**config.mk**
```make
export PLATFORM = sky130hd
export DESIGN_NAME = rx_mode_ctrl
export DESIGN_NICKNAME = d
export VERILOG_FILES = /design/src/hdl/rx_mode_ctrl.v
export VERILOG_INCLUDE_DIRS = /design/src /design/src/hdl
export SDC_FILE = /design/constraint.sdc
export NUM_CORES = 1
export LEC_CHECK = 0
export ABC_AREA = 1
export BUFFER_PORTS_ARGS = -buffer_cell sky130_fd_sc_hd__buf_4
export CAP_MARGIN = 20
export CORE_UTILIZATION = 51
export CTS_CLUSTER_DIAMETER = 30
export DETAILED_ROUTE_END_ITERATION = 7
export HOLD_SLACK_MARGIN = 0.08
export PLACE_DENSITY = 0.74
export SYNTH_ARGS = -nofsm -noshare
export SYNTH_HDL_FRONTEND = slang
export SYNTH_SLANG_ARGS = --single-unit
```
**constraint.sdc**
```tcl
create_clock -name clk -period 4.9 [get_ports clk]
set_input_delay 0.735 -clock clk [delete_from_list [all_inputs] [get_ports clk]]
set_output_delay 0.735 -clock clk [all_outputs]
set_load 0.01 [all_outputs]
```
**src/hdl/rx_mode_map.vh**
```
`ifndef RX_MODE_MAP_VH
`define RX_MODE_MAP_VH

// register offsets
`define ADDR_MODE_MAIN      8'h02
`define ADDR_MODE_SECOND    8'h03
`define ADDR_CFG_A_MOD      8'h21
`define ADDR_CFG_B_MOD      8'h42
`define ADDR_ACTUAL_CHANNEL 8'h0f

// reset values
`define RST_MODE_MAIN       8'h40
`define RST_MODE_SECOND     8'h00
`define RST_CFG_MOD         8'h04
`define RST_ACTUAL_CHANNEL  8'h00

// field positions
`define BIT_OP_MODE_SEL     0
`define BIT_SLAVE_RX_EN     1
`define BIT_DUAL_CFG_EN     2
`define BIT_SLAVE_CFG_SEL   3
`define BIT_HOLD            6
`define MSB_CHAN_COUNT      3
`define LSB_CHAN_COUNT      2
`define MSB_MOD_TYPE        1
`define LSB_MOD_TYPE        0

// channel codes
`define CHAN_NONE           2'h0
`define CHAN_FIRST          2'h1

// pll settle time: 40 us at a 10 ns clock is 4000 cycles, counted from zero
`define SETTLE_LAST_CYCLE   12'hf9f
`define SETTLE_W            12

`endif

```
**src/hdl/rx_mode_ctrl.v**
```verilog
`timescale 1ns/1ns
`include "rx_mode_map.vh"

module rx_mode_ctrl (
    input  wire       clk,
    input  wire       rst_n,
    input  wire       reg_wr,
    input  wire       reg_rd,
    input  wire [7:0] reg_addr,
    input  wire [7:0] reg_wdata,
    output reg  [7:0] reg_rdata,
    input  wire       rx_run,
    input  wire       startup_done,
    input  wire       wakeup_found,
    input  wire       wakeup_fail,
    output reg        rf_power_down,
    output reg        osc_low_precision,
    output reg        startup_req,
    output reg        config_write_ok,
    output reg        rx_init,
    output reg        cfg_b_sel,
    output reg  [1:0] modulation_type,
    output reg        mod_switch,
    output reg        pll_load,
    output reg  [1:0] pll_channel,
    output reg        search_start,
    output reg        hold_active,
    output reg        run_slave,
    output reg        run_self_polling
);

    localparam [3:0] ST_SLEEP    = 4'h0;
    localparam [3:0] ST_STARTUP  = 4'h1;
    localparam [3:0] ST_INIT     = 4'h2;
    localparam [3:0] ST_SLAVE    = 4'h3;
    localparam [3:0] ST_HOLD     = 4'h4;
    localparam [3:0] ST_IDLE     = 4'h5;
    localparam [3:0] ST_WAIT_PWR = 4'h6;
    localparam [3:0] ST_LOOP     = 4'h7;
    localparam [3:0] ST_MOD      = 4'h8;
    localparam [3:0] ST_CFG      = 4'h9;
    localparam [3:0] ST_SETTLE   = 4'ha;
    localparam [3:0] ST_SEARCH   = 4'hb;
    localparam [3:0] ST_STORE    = 4'hc;
    localparam [3:0] ST_COMPARE  = 4'hd;
    localparam [3:0] ST_INCR     = 4'he;
    localparam [3:0] ST_RUN_SP   = 4'hf;

    localparam [`SETTLE_W-1:0] SETTLE_LAST = `SETTLE_LAST_CYCLE;

    reg [7:0]           mode_main_q;
    reg [7:0]           mode_second_q;
    reg [7:0]           cfg_a_mod_q;
    reg [7:0]           cfg_b_mod_q;
    reg [1:0]           actual_channel_q;
    reg [3:0]           state_q;
    reg [3:0]           state_d;
    reg [1:0]           chan_q;
    reg [1:0]           chan_d;
    reg                 scan_b_q;
    reg                 scan_b_d;
    reg [`SETTLE_W-1:0] settle_q;
    reg [`SETTLE_W-1:0] settle_d;

    wire       op_self_poll  = mode_main_q[`BIT_OP_MODE_SEL];
    wire       slave_rx_en   = mode_main_q[`BIT_SLAVE_RX_EN];
    wire       dual_cfg_en   = mode_main_q[`BIT_DUAL_CFG_EN];
    wire       slave_cfg_sel = mode_main_q[`BIT_SLAVE_CFG_SEL];
    wire       hold_req      = mode_second_q[`BIT_HOLD];
    wire [1:0] count_a       = cfg_a_mod_q[`MSB_CHAN_COUNT:`LSB_CHAN_COUNT];
    wire [1:0] count_b       = cfg_b_mod_q[`MSB_CHAN_COUNT:`LSB_CHAN_COUNT];
    wire [1:0] count_cur     = scan_b_q ? count_b : count_a;
    wire       in_scan       = (state_q >= ST_IDLE);
    wire       want_sleep    = !op_self_poll && !slave_rx_en;

    // register writes; settings are taken whenever written, but only sleep and
    // hold give the state machine a defined restart with them
    always @(posedge clk or negedge rst_n)
    begin
        if (!rst_n)
        begin
            mode_main_q   <= `RST_MODE_MAIN;
            mode_second_q <= `RST_MODE_SECOND;
            cfg_a_mod_q   <= `RST_CFG_MOD;
            cfg_b_mod_q   <= `RST_CFG_MOD;
        end
        else if (reg_wr)
        begin
            case (reg_addr)
                `ADDR_MODE_MAIN:   mode_main_q   <= reg_wdata;
                `ADDR_MODE_SECOND: mode_second_q <= reg_wdata;
                `ADDR_CFG_A_MOD:   cfg_a_mod_q   <= reg_wdata;
                `ADDR_CFG_B_MOD:   cfg_b_mod_q   <= reg_wdata;
                default:           mode_main_q   <= mode_main_q;
            endcase
        end
    end

    // only the actual-channel register is readable; others read as zero
    always @(posedge clk or negedge rst_n)
    begin
        if (!rst_n)
            reg_rdata <= `RST_ACTUAL_CHANNEL;
        else if (reg_rd)
        begin
            case (reg_addr)
                `ADDR_ACTUAL_CHANNEL: reg_rdata <= {6'h00, actual_channel_q};
                default:              reg_rdata <= 8'h00;
            endcase
        end
    end

    // actual channel: counter value is the channel code 1..3
    always @(posedge clk or negedge rst_n)
    begin
        if (!rst_n)
            actual_channel_q <= `CHAN_NONE;
        else if (state_q == ST_LOOP && !scan_b_q)
            actual_channel_q <= `CHAN_NONE;
        else if (state_q == ST_STORE)
            actual_channel_q <= chan_q;
    end

    always @*
    begin
        state_d  = state_q;
        chan_d   = chan_q;
        scan_b_d = scan_b_q;
        settle_d = settle_q;
        case (state_q)
            ST_SLEEP:
            begin
                if (op_self_poll)
                    state_d = ST_IDLE;
                else if (slave_rx_en)
                    state_d = ST_STARTUP;
            end
            ST_STARTUP:
            begin
                if (op_self_poll || want_sleep)
                    state_d = ST_SLEEP;
                else if (startup_done)
                    state_d = ST_INIT;
            end
            ST_INIT:
                state_d = ST_SLAVE;
            ST_SLAVE:
            begin
                if (op_self_poll || want_sleep)
                    state_d = ST_SLEEP;
                else if (hold_req)
                    state_d = ST_HOLD;
            end
            ST_HOLD:
            begin
                if (op_self_poll || want_sleep)
                    state_d = ST_SLEEP;
                else if (!hold_req)
                    state_d = ST_INIT;
            end
            ST_IDLE:
            begin
                scan_b_d = 1'b0;
                if (rx_run)
                    state_d = ST_WAIT_PWR;
            end
            ST_WAIT_PWR:
            begin
                if (startup_done)
                    state_d = ST_LOOP;
            end
            ST_LOOP:
            begin
                chan_d  = `CHAN_FIRST;
                state_d = ST_MOD;
            end
            ST_MOD:
                state_d = ST_CFG;
            ST_CFG:
            begin
                settle_d = {`SETTLE_W{1'b0}};
                state_d  = ST_SETTLE;
            end
            ST_SETTLE:
            begin
                settle_d = settle_q + 1'b1;
                if (settle_q == SETTLE_LAST)
                    state_d = ST_SEARCH;
            end
            ST_SEARCH:
            begin
                if (wakeup_found)
                    state_d = ST_STORE;
                else if (wakeup_fail)
                    state_d = ST_COMPARE;
            end
            ST_STORE:
                state_d = ST_RUN_SP;
            ST_COMPARE:
            begin
                // a zero count is taken as one channel so the loop always ends
                if (chan_q >= count_cur)
                begin
                    if (dual_cfg_en && !scan_b_q)
                    begin
                        scan_b_d = 1'b1;
                        state_d  = ST_LOOP;
                    end
                    else
                        state_d = ST_IDLE;
                end
                else
                    state_d = ST_INCR;
            end
            ST_INCR:
            begin
                chan_d   = chan_q + 1'b1;
                settle_d = {`SETTLE_W{1'b0}};
                state_d  = ST_SETTLE;
            end
            ST_RUN_SP:
                state_d = ST_RUN_SP;
            default:
                state_d = ST_SLEEP;
        endcase
        // a self polling scan only ends by leaving self polling select
        if (in_scan && !op_self_poll)
            state_d = ST_SLEEP;
    end

    always @(posedge clk or negedge rst_n)
    begin
        if (!rst_n)
        begin
            state_q  <= ST_SLEEP;
            chan_q   <= `CHAN_FIRST;
            scan_b_q <= 1'b0;
            settle_q <= {`SETTLE_W{1'b0}};
        end
        else
        begin
            state_q  <= state_d;
            chan_q   <= chan_d;
            scan_b_q <= scan_b_d;
            settle_q <= settle_d;
        end
    end

    // configuration for the next state: the select bit rules slave operation,
    // the scan pass rules self polling, so a single-config scan stays on a
    reg       use_b_d;
    reg [1:0] mod_type_d;

    always @*
    begin
        use_b_d    = scan_b_d;
        mod_type_d = cfg_a_mod_q[`MSB_MOD_TYPE:`LSB_MOD_TYPE];
        if (state_d < ST_IDLE)
            use_b_d = slave_cfg_sel;
        if (use_b_d)
            mod_type_d = cfg_b_mod_q[`MSB_MOD_TYPE:`LSB_MOD_TYPE];
    end

    // pulses mark entry to a state, so a long stay still gives only one
    wire enter_settle = (state_d == ST_SETTLE) && (state_q != ST_SETTLE);
    wire enter_search = (state_d == ST_SEARCH) && (state_q != ST_SEARCH);

    // outputs are registered from the next state so they line up with state_q
    always @(posedge clk or negedge rst_n)
    begin
        if (!rst_n)
        begin
            rf_power_down     <= 1'b1;
            osc_low_precision <= 1'b1;
            startup_req       <= 1'b0;
            config_write_ok   <= 1'b1;
            cfg_b_sel         <= 1'b0;
            modulation_type   <= 2'h0;
            hold_active       <= 1'b0;
            run_slave         <= 1'b0;
            run_self_polling  <= 1'b0;
        end
        else
        begin
            rf_power_down     <= (state_d == ST_SLEEP) || (state_d == ST_IDLE);
            osc_low_precision <= (state_d == ST_SLEEP);
            startup_req       <= (state_d == ST_STARTUP) || (state_d == ST_WAIT_PWR);
            config_write_ok   <= (state_d == ST_SLEEP) || (state_d == ST_HOLD);
            cfg_b_sel         <= use_b_d;
            modulation_type   <= mod_type_d;
            hold_active       <= (state_d == ST_HOLD);
            run_slave         <= (state_d == ST_SLAVE);
            run_self_polling  <= (state_d == ST_RUN_SP);
        end
    end

    // strobes towards receiver and pll; slave run always loads the first channel
    always @(posedge clk or negedge rst_n)
    begin
        if (!rst_n)
        begin
            rx_init           <= 1'b0;
            mod_switch        <= 1'b0;
            pll_load          <= 1'b0;
            pll_channel       <= `CHAN_FIRST;
            search_start      <= 1'b0;
        end
        else
        begin
            rx_init           <= (state_d == ST_INIT) || (state_d == ST_CFG);
            mod_switch        <= (state_d == ST_MOD);
            pll_load          <= (state_d == ST_INIT) || enter_settle;
            pll_channel       <= (state_d < ST_IDLE) ? `CHAN_FIRST : chan_d;
            search_start      <= enter_search;
        end
    end

endmodule // rx_mode_ctrl

```
==> flow_metrics.env, run 1 <==
export IMPL_ir_worst_vdd_mv=0.185
export IMPL_worstPathRequired_ns=5.10
export IMPL_firstDrtPassIters=4
export IMPL_cpMostUsedCell="nand2_2"
export IMPL_min_period_ns=2.22
export IMPL_clk_latency_ns=0.31
export IMPL_p_per_area_nw_per_um2=426
export IMPL_track_usage_pct=21.4
export IMPL_routabilityCongestion=0.893
export IMPL_cp_cell_sequence="mux2i_1 -> ha_1 -> a21oi_1 -> nand3_1 -> nand2_1 -> nor2_1 -> nand2_1 -> nand2_2 -> nand2_2 -> nand2_2 -> nand2_2 -> nand2_2 -> nand3_1 -> nand2_1"
export IMPL_end_kind="flip-flop"
export IMPL_die_area_um2=5630
export IMPL_synthToLayoutAreaGrowth_pct=15.9
export IMPL_finalInstanceArea_um2=3150
export IMPL_slew_headroom_pct=55.2
export IMPL_grt_overflow=0
export IMPL_cp_start_kind="flip-flop"
export IMPL_ys_types=35
export IMPL_status="finished, final reports clean"
export IMPL_critPathMaxFanout=6
export IMPL_cts_hold_buf=0
export IMPL_clk_pin_slew_ns=0.10
export IMPL_switching_share_pct=40.6
export IMPL_p_int_uw=798
export IMPL_fin_skew_ns=0.0107
export IMPL_ys_flop_type="dfrtp_1"
export IMPL_synth_seq_area_share_pct=48.1
export IMPL_drc=0
export IMPL_seqPwrFrac_pct=41.3
export IMPL_viasPerCell=4.98
export IMPL_rsz0062_at_grt="no"
export IMPL_setup_viol=0
export IMPL_die_y_um=75.1
export IMPL_cpMaxStageDelayCell="dfrtp_1"
export IMPL_grt_pass1_wl_um=9080
export IMPL_antenna_left=0
export IMPL_num_antenna_cells=0
export IMPL_nFillCells=503
export IMPL_cap_violations=0
export IMPL_core_um2=5140
export IMPL_worst_ep_arrival_time_ns=2.42
export IMPL_crit_type="flip-flop to flip-flop"
export IMPL_grt_pass1_vias=2089
export IMPL_synth_common_cells="nand2_1, inv_1, dfrtp_1, nor2_1, nand3_1"
export IMPL_drv_slew=0
export IMPL_grt_max_degree=53
export IMPL_critical_path_max_stage_delay_ns=0.42
export IMPL_synthTopCellsByArea="dfrtp_1, nand2_1, dfstp_2"
export IMPL_cts_max_level=2
export IMPL_dp_hpwl_um=4330
export IMPL_ioPinCount=48
export IMPL_tritoncts_num_sinks=52
export IMPL_worstHoldPathType="primary input to asynchronous set/reset pin"
export IMPL_antenna_found_initial=0
export IMPL_cts_buffers=5
export IMPL_dpl_cell_area_um2=3070
export IMPL_initial_core_util_pct=53.0
export IMPL_nets=414
export IMPL_tritoncts="done"
export IMPL_vias=2282
export IMPL_cts_resized=0
export IMPL_syn_instance_count=344
export IMPL_fin_util_pct=61.4
export IMPL_leakage_uw=0.00159
export IMPL_syn_cell_area_um2=2720
export IMPL_cts_buffer_depth=2
export IMPL_pwr_share_comb_pct=40.8
export IMPL_finalHoldViolations=0
export IMPL_synth_top_area_share_pct=41.4
export IMPL_synth_most_common_cell="nand2_1"
export IMPL_p_clk_share_pct=17.8
export IMPL_routed_wl_um=5510
export IMPL_first_iter_violations=115
export IMPL_switchingPower_uw=546
export IMPL_root_buffer="clkbuf_8"
export IMPL_io_buffers=38
export IMPL_synth_warnings=0
export IMPL_fin_crit_sh_pct=45.3
export IMPL_worst_slew_pin_slew_ns=0.670
export IMPL_fmax_mhz=451
export IMPL_yosysTopAreaCell="dfrtp_1"
export IMPL_synthArstFlopShare_pct=100
export IMPL_routedWlPerCell_um=12.0
export IMPL_die_w_um=75.1
export IMPL_synth_edf_count=0
export IMPL_drive_gt1_share_pct=21.6
export IMPL_tns_ns=0
export IMPL_synth_seq_cells=52
export IMPL_synth_area_per_cell_um2=7.91
export IMPL_rows=26
export IMPL_post_cts_buffers=0
-- placed cells by master, fill, tap and decap left out, types with 2 or more instances in the layout --
cell type  instances
nor4_1             2
dfrtp_1           45
a21oi_1           14
buf_4             38
nand2_4            2
o22ai_1            6
ha_1               3
inv_1             48
nor2_2             7
nor3b_1            2
or4_1              2
dfstp_2            7
o211ai_2           2
nor3_1             4
nand4_1            3
clkbuf_8           5
conb_1             6
nand2_1           73
inv_2              6
o21ai_1            2
nand2_2            9
o31ai_1            3
o21ai_0           25
nor2_1            35
nand3_1           26
-- metrics by stage --
stage	setup WS, ns	total power (uW)	hold WS, ns	std cells
2_1_floorplan	3.05	950	0.433	349
3_3_place_gp	2.74	1100	0.452	450
3_5_place_dp	2.73	1110	0.455	450
4_1_cts	2.72	1350	0.465	458
5_1_grt	2.44	1440	0.498	458
6_report	2.68	1340	0.456	458
-- logic make-up after synthesis --
logic type	share of synthesized area (%)
AOI/OAI and AO/OA	12.2
DFF	48.1
and+or+nand+nor	28.5
buffers and inverters	9.24
adders and majority gates	1.38
other	0.138
muxes	0.368
-- state kept, by name, indices dropped and copies added (netlist names), 2 cells and up --
name	cells
modulation_type	2
chan_q	2
state_q	4
mode_main_q	4
cfg_b_mod_q	4
pll_channel	2
settle_q	12
actual_channel_q	2
reg_rdata	2
cfg_a_mod_q	4
-- path summary, 6_finish.rpt --
kind	startpoint	endpoint	slack (ns)	depth (start not counted)
hold / removal	rst_n	settle_q[7]$_DFFE_PN0P_	0.46	1
hold reg to reg	settle_q[11]$_DFFE_PN0P_	settle_q[11]$_DFFE_PN0P_	0.46	1
setup reg to reg	scan_b_q$_DFF_PN0_	modulation_type[0]$_DFF_PN0_	2.68	14
min in group clk	settle_q[11]$_DFFE_PN0P_	settle_q[11]$_DFFE_PN0P_	0.46	1
max in group asynchronous	rst_n	cfg_b_mod_q[0]$_DFFE_PN0P_	4.03	1
setup / recovery	scan_b_q$_DFF_PN0_	modulation_type[0]$_DFF_PN0_	2.68	14
-- power groups by stage --
stage | clock network, uW | registers (uW) | logic (uW)
floorplan | 0 | 573 | 377
global placement | 0 | 563 | 538
detailed placement | 0 | 564 | 547
global route | 263 | 564 | 611
finish | 240 | 555 | 549
CTS | 248 | 555 | 548
-- critical path: cells and delay by family, from the launching register on --
family	cells	cell delay, ns
and+or+nand+nor	11	1.00
AOI/OAI and AO/OA	1	0.15
adders and majority gates	1	0.29
muxes	1	0.24
DFF	1	0.42
-- layout make-up --
type / count / area (um^2) / share of cell area (%)
Timing Repair Buffer: 38 / 285 / 9.04
Tap cell: 70 / 87.6 / 2.78
Inverter: 54 / 203 / 6.43
Multi-Input combinational cell: 236 / 1180 / 37.4
Clock inverter: 2 / 16.3 / 0.516
Sequential cell: 52 / 1310 / 41.5
Clock buffer: 6 / 72.6 / 2.30
-- per-layer routing --
metal / share of wire [%] / wire [um] / track usage (%) / up-vias
li1: - / - / - / 1187
met1: 48 / 2660 / 28.5 / 1043
met2: 47 / 2580 / 34.9 / 43
met3: 3.4 / 186 / 4.42 / 9
met4: 1.5 / 81 / 7.34 / 0
met5: 0 / 0 / 0 / -
Power figures use the tool's default switching activity.
==> run 2, diff against run 1 <==
--- a/config.mk
+++ b/config.mk
@@ -9,11 +9,11 @@
 export ABC_AREA = 1
 export BUFFER_PORTS_ARGS = -buffer_cell sky130_fd_sc_hd__buf_4
 export CAP_MARGIN = 20
-export CORE_UTILIZATION = 51
+export CORE_UTILIZATION = 50
 export CTS_CLUSTER_DIAMETER = 30
 export DETAILED_ROUTE_END_ITERATION = 7
 export HOLD_SLACK_MARGIN = 0.08
-export PLACE_DENSITY = 0.74
+export PLACE_DENSITY = 0.75
 export SYNTH_ARGS = -nofsm -noshare
 export SYNTH_HDL_FRONTEND = slang
 export SYNTH_SLANG_ARGS = --single-unit
==> constraint.sdc (replaced) <==
create_clock -name clk -period 1.95 [get_ports clk]
set_input_delay 0.2925 -clock clk [delete_from_list [all_inputs] [get_ports clk]]
set_output_delay 0.2925 -clock clk [all_outputs]
set_load 0.01 [all_outputs]
==> run 2 against run 1 <==
Via count increased by 9.6%. Clock power increased to 2.5 times the previous value. Highest routed layer unchanged. Utilization increased by 5.3 points. Worst hold slack got worse by 0.26 ns. Setup slack got worse by 2.8 ns. Sequential share of layout area decreased by 3.5 points. Largest power group is now combinational cells. Clock-buffer cell count increased by 1. Combinational power increased to 3.7 times the previous value. The run now ends with negative setup slack left.
==> flow_metrics.env, run 2 (same netlist as run 1, synthesis figures left out) <==
export IMPL_status="complete, but fails checks"
export IMPL_violations="negative setup slack"
export IMPL_end_kind="flip-flop"
export IMPL_vias=2501
export IMPL_p_clk_share_pct=15.0
export IMPL_antenna_found_initial=0
export IMPL_synthToLayoutAreaGrowth_pct=26.6
export IMPL_initial_core_util_pct=52.6
export IMPL_rows=26
export IMPL_viasPerCell=5.19
export IMPL_worst_ep_arrival_time_ns=2.30
export IMPL_finalInstanceArea_um2=3450
export IMPL_tns_ns=-1.13
export IMPL_regToRegEndpoint="modulation_type[0]$_DFF_PN0_"
export IMPL_instances_no_fill=482
export IMPL_placedCellCount=472
export IMPL_cts_buffers=5
export IMPL_switching_share_pct=40.2
export IMPL_finalWorstSetupSlack_ns=-0.155
export IMPL_dpl_cell_area_um2=3230
export IMPL_ir_worst_vdd_mv=0.757
export IMPL_cts_max_level=2
export IMPL_worstRegToRegCells=14
export IMPL_nFillCells=440
export IMPL_firstDrtPassIters=5
export IMPL_root_buffer="clkbuf_8"
export IMPL_routabilityCongestion=0.930
export IMPL_clk_pin_slew_ns=0.09
export IMPL_nets=438
export IMPL_min_to="reg_rdata[0]$_DFFE_PN0P_"
export IMPL_holdPathStages=2
export IMPL_die_y_um=75.8
export IMPL_finalHoldViolations=0
export IMPL_fin_skew_ns=0.00562
export IMPL_critPathMaxFanout=4
export IMPL_switchingPower_uw=1610
export IMPL_final_cell_mix="nand2_1, buf_4, inv_1"
export IMPL_largest_register="settle_q"
export IMPL_final_common_cell="nand2_1"
export IMPL_setup_viol=14
export IMPL_routed_wl_um=6330
export IMPL_core_um2=5170
export IMPL_cp_start_kind="flip-flop"
export IMPL_seqPwrFrac_pct=34.8
export IMPL_rsz0062_at_grt="yes"
export IMPL_drc=0
export IMPL_r2r_start="scan_b_q$_DFF_PN0_"
export IMPL_worst_slew_pin_slew_ns=0.648
export IMPL_ff2ff_setup_slack_ns=-0.16
export IMPL_drv_slew=0
export IMPL_largest_reg_flops=12
export IMPL_grt_pass1_wl_um=10200
export IMPL_tritoncts="done"
export IMPL_fmax_mhz=475
export IMPL_clk_latency_ns=0.30
export IMPL_grt_pass1_vias=2336
export IMPL_routedWlPerCell_um=13.1
export IMPL_min_delay_start="reg_rd"
export IMPL_fin_crit_sh_pct=108
export IMPL_worstHoldPathType="primary input to flip-flop"
export IMPL_pwr_share_comb_pct=50.3
export IMPL_drive_gt1_share_pct=30.1
export IMPL_die_area_um2=5740
export IMPL_min_period_ns=2.11
export IMPL_slew_headroom_pct=56.8
export IMPL_first_iter_violations=114
export IMPL_grt_overflow=0
export IMPL_tritoncts_num_sinks=52
export IMPL_grt_max_degree=53
export IMPL_p_int_uw=2400
export IMPL_cts_buffer_depth=2
export IMPL_num_antenna_cells=0
export IMPL_p_per_area_nw_per_um2=1160
export IMPL_io_buffers=38
export IMPL_dp_hpwl_um=4700
export IMPL_antenna_left=0
export IMPL_cap_violations=0
export IMPL_ioPinCount=48
export IMPL_leakage_uw=0.00175
export IMPL_die_w_um=75.8
export IMPL_track_usage_pct=24.3
export IMPL_crit_type="flip-flop to flip-flop"
export IMPL_worstPathRequired_ns=2.15
run 2: what timing repair did:
item,in CTS,in global routing
buffers inserted,1,0
endpoints found under the setup margin,10,17
gates resized for setup,9,19
hold endpoints to repair,45,0
hold buffers,1,0
pin swaps,1,7
run 2: routing by layer:
| metal | GRT usage (%) | wire (um) |
|---|---|---|
| met5 | 0 | 0 |
| met4 | 9.47 | 121 |
| met3 | 4.63 | 256 |
| met2 | 40.3 | 3120 |
| met1 | 31.5 | 2840 |
run 2: worst max path at each step:
| stage | from | to | slack, ns | cells past startpoint |
|---|---|---|---|---|
| 3_5_place_dp | scan_b_q$_DFF_PN0_ | modulation_type[1]$_DFF_PN0_ | -0.13 | 14 |
| 4_1_cts | scan_b_q$_DFF_PN0_ | modulation_type[0]$_DFF_PN0_ | -0.09 | 15 |
| 5_1_grt | scan_b_q$_DFF_PN0_ | modulation_type[0]$_DFF_PN0_ | -0.30 | 14 |
| 2_1_floorplan | chan_q[0]$_DFF_PN1_ | modulation_type[0]$_DFF_PN0_ | 0.1 | 14 |
| 3_3_place_gp | scan_b_q$_DFF_PN0_ | modulation_type[0]$_DFF_PN0_ | -0.06 | 14 |
| 6_report | scan_b_q$_DFF_PN0_ | modulation_type[0]$_DFF_PN0_ | -0.16 | 14 |
run 2: power groups by stage:
stage                     registers [uW]  logic, uW  clock network (uW)
after global routing                1420       2220                 664
after floorplan                     1440        947                   0
after detailed placement            1410       1720                   0
final                               1390       2020                 601
after CTS                           1390       1850                 610
after global placement              1410       1690                   0
run 2: final cells by class:
type                            instances  area, um^2  share of cell area [%]
Sequential cell                        52        1310                    38.0
Multi-Input combinational cell        236        1290                    37.3
Timing Repair Buffer                   62         475                    13.8
Inverter                               54         203                    5.88
Tap cell                               70        87.6                    2.54
Clock buffer                            7        76.3                    2.21
Clock inverter                          1        8.76                   0.254
run 2: critical path, cell delays in order (launching register included):
cell     delay [ns]
dfrtp_1        0.40
mux2i_1        0.22
ha_1           0.29
nand2_2        0.11
nand3_2        0.09
nand2_2        0.09
nand3_2        0.06
nor2_1         0.08
nand3_1        0.09
nand2_2        0.13
nand2_4        0.08
nand2_4        0.10
nand3_1        0.10
nand3_1        0.09
nand2_1        0.06
run 2: stage by stage:
step / utilization, % / setup WS [ns] / power, uW / hold WS [ns]
2_1_floorplan: - / 0.0959 / 2390 / -0.00309
3_3_place_gp: 62.5 / -0.0599 / 3100 / 0.355
3_5_place_dp: 62.5 / -0.134 / 3140 / 0.356
4_1_cts: 65.0 / -0.0919 / 3860 / 0.184
5_1_grt: 66.6 / -0.302 / 4300 / 0.176
6_report: 66.6 / -0.155 / 4010 / 0.193
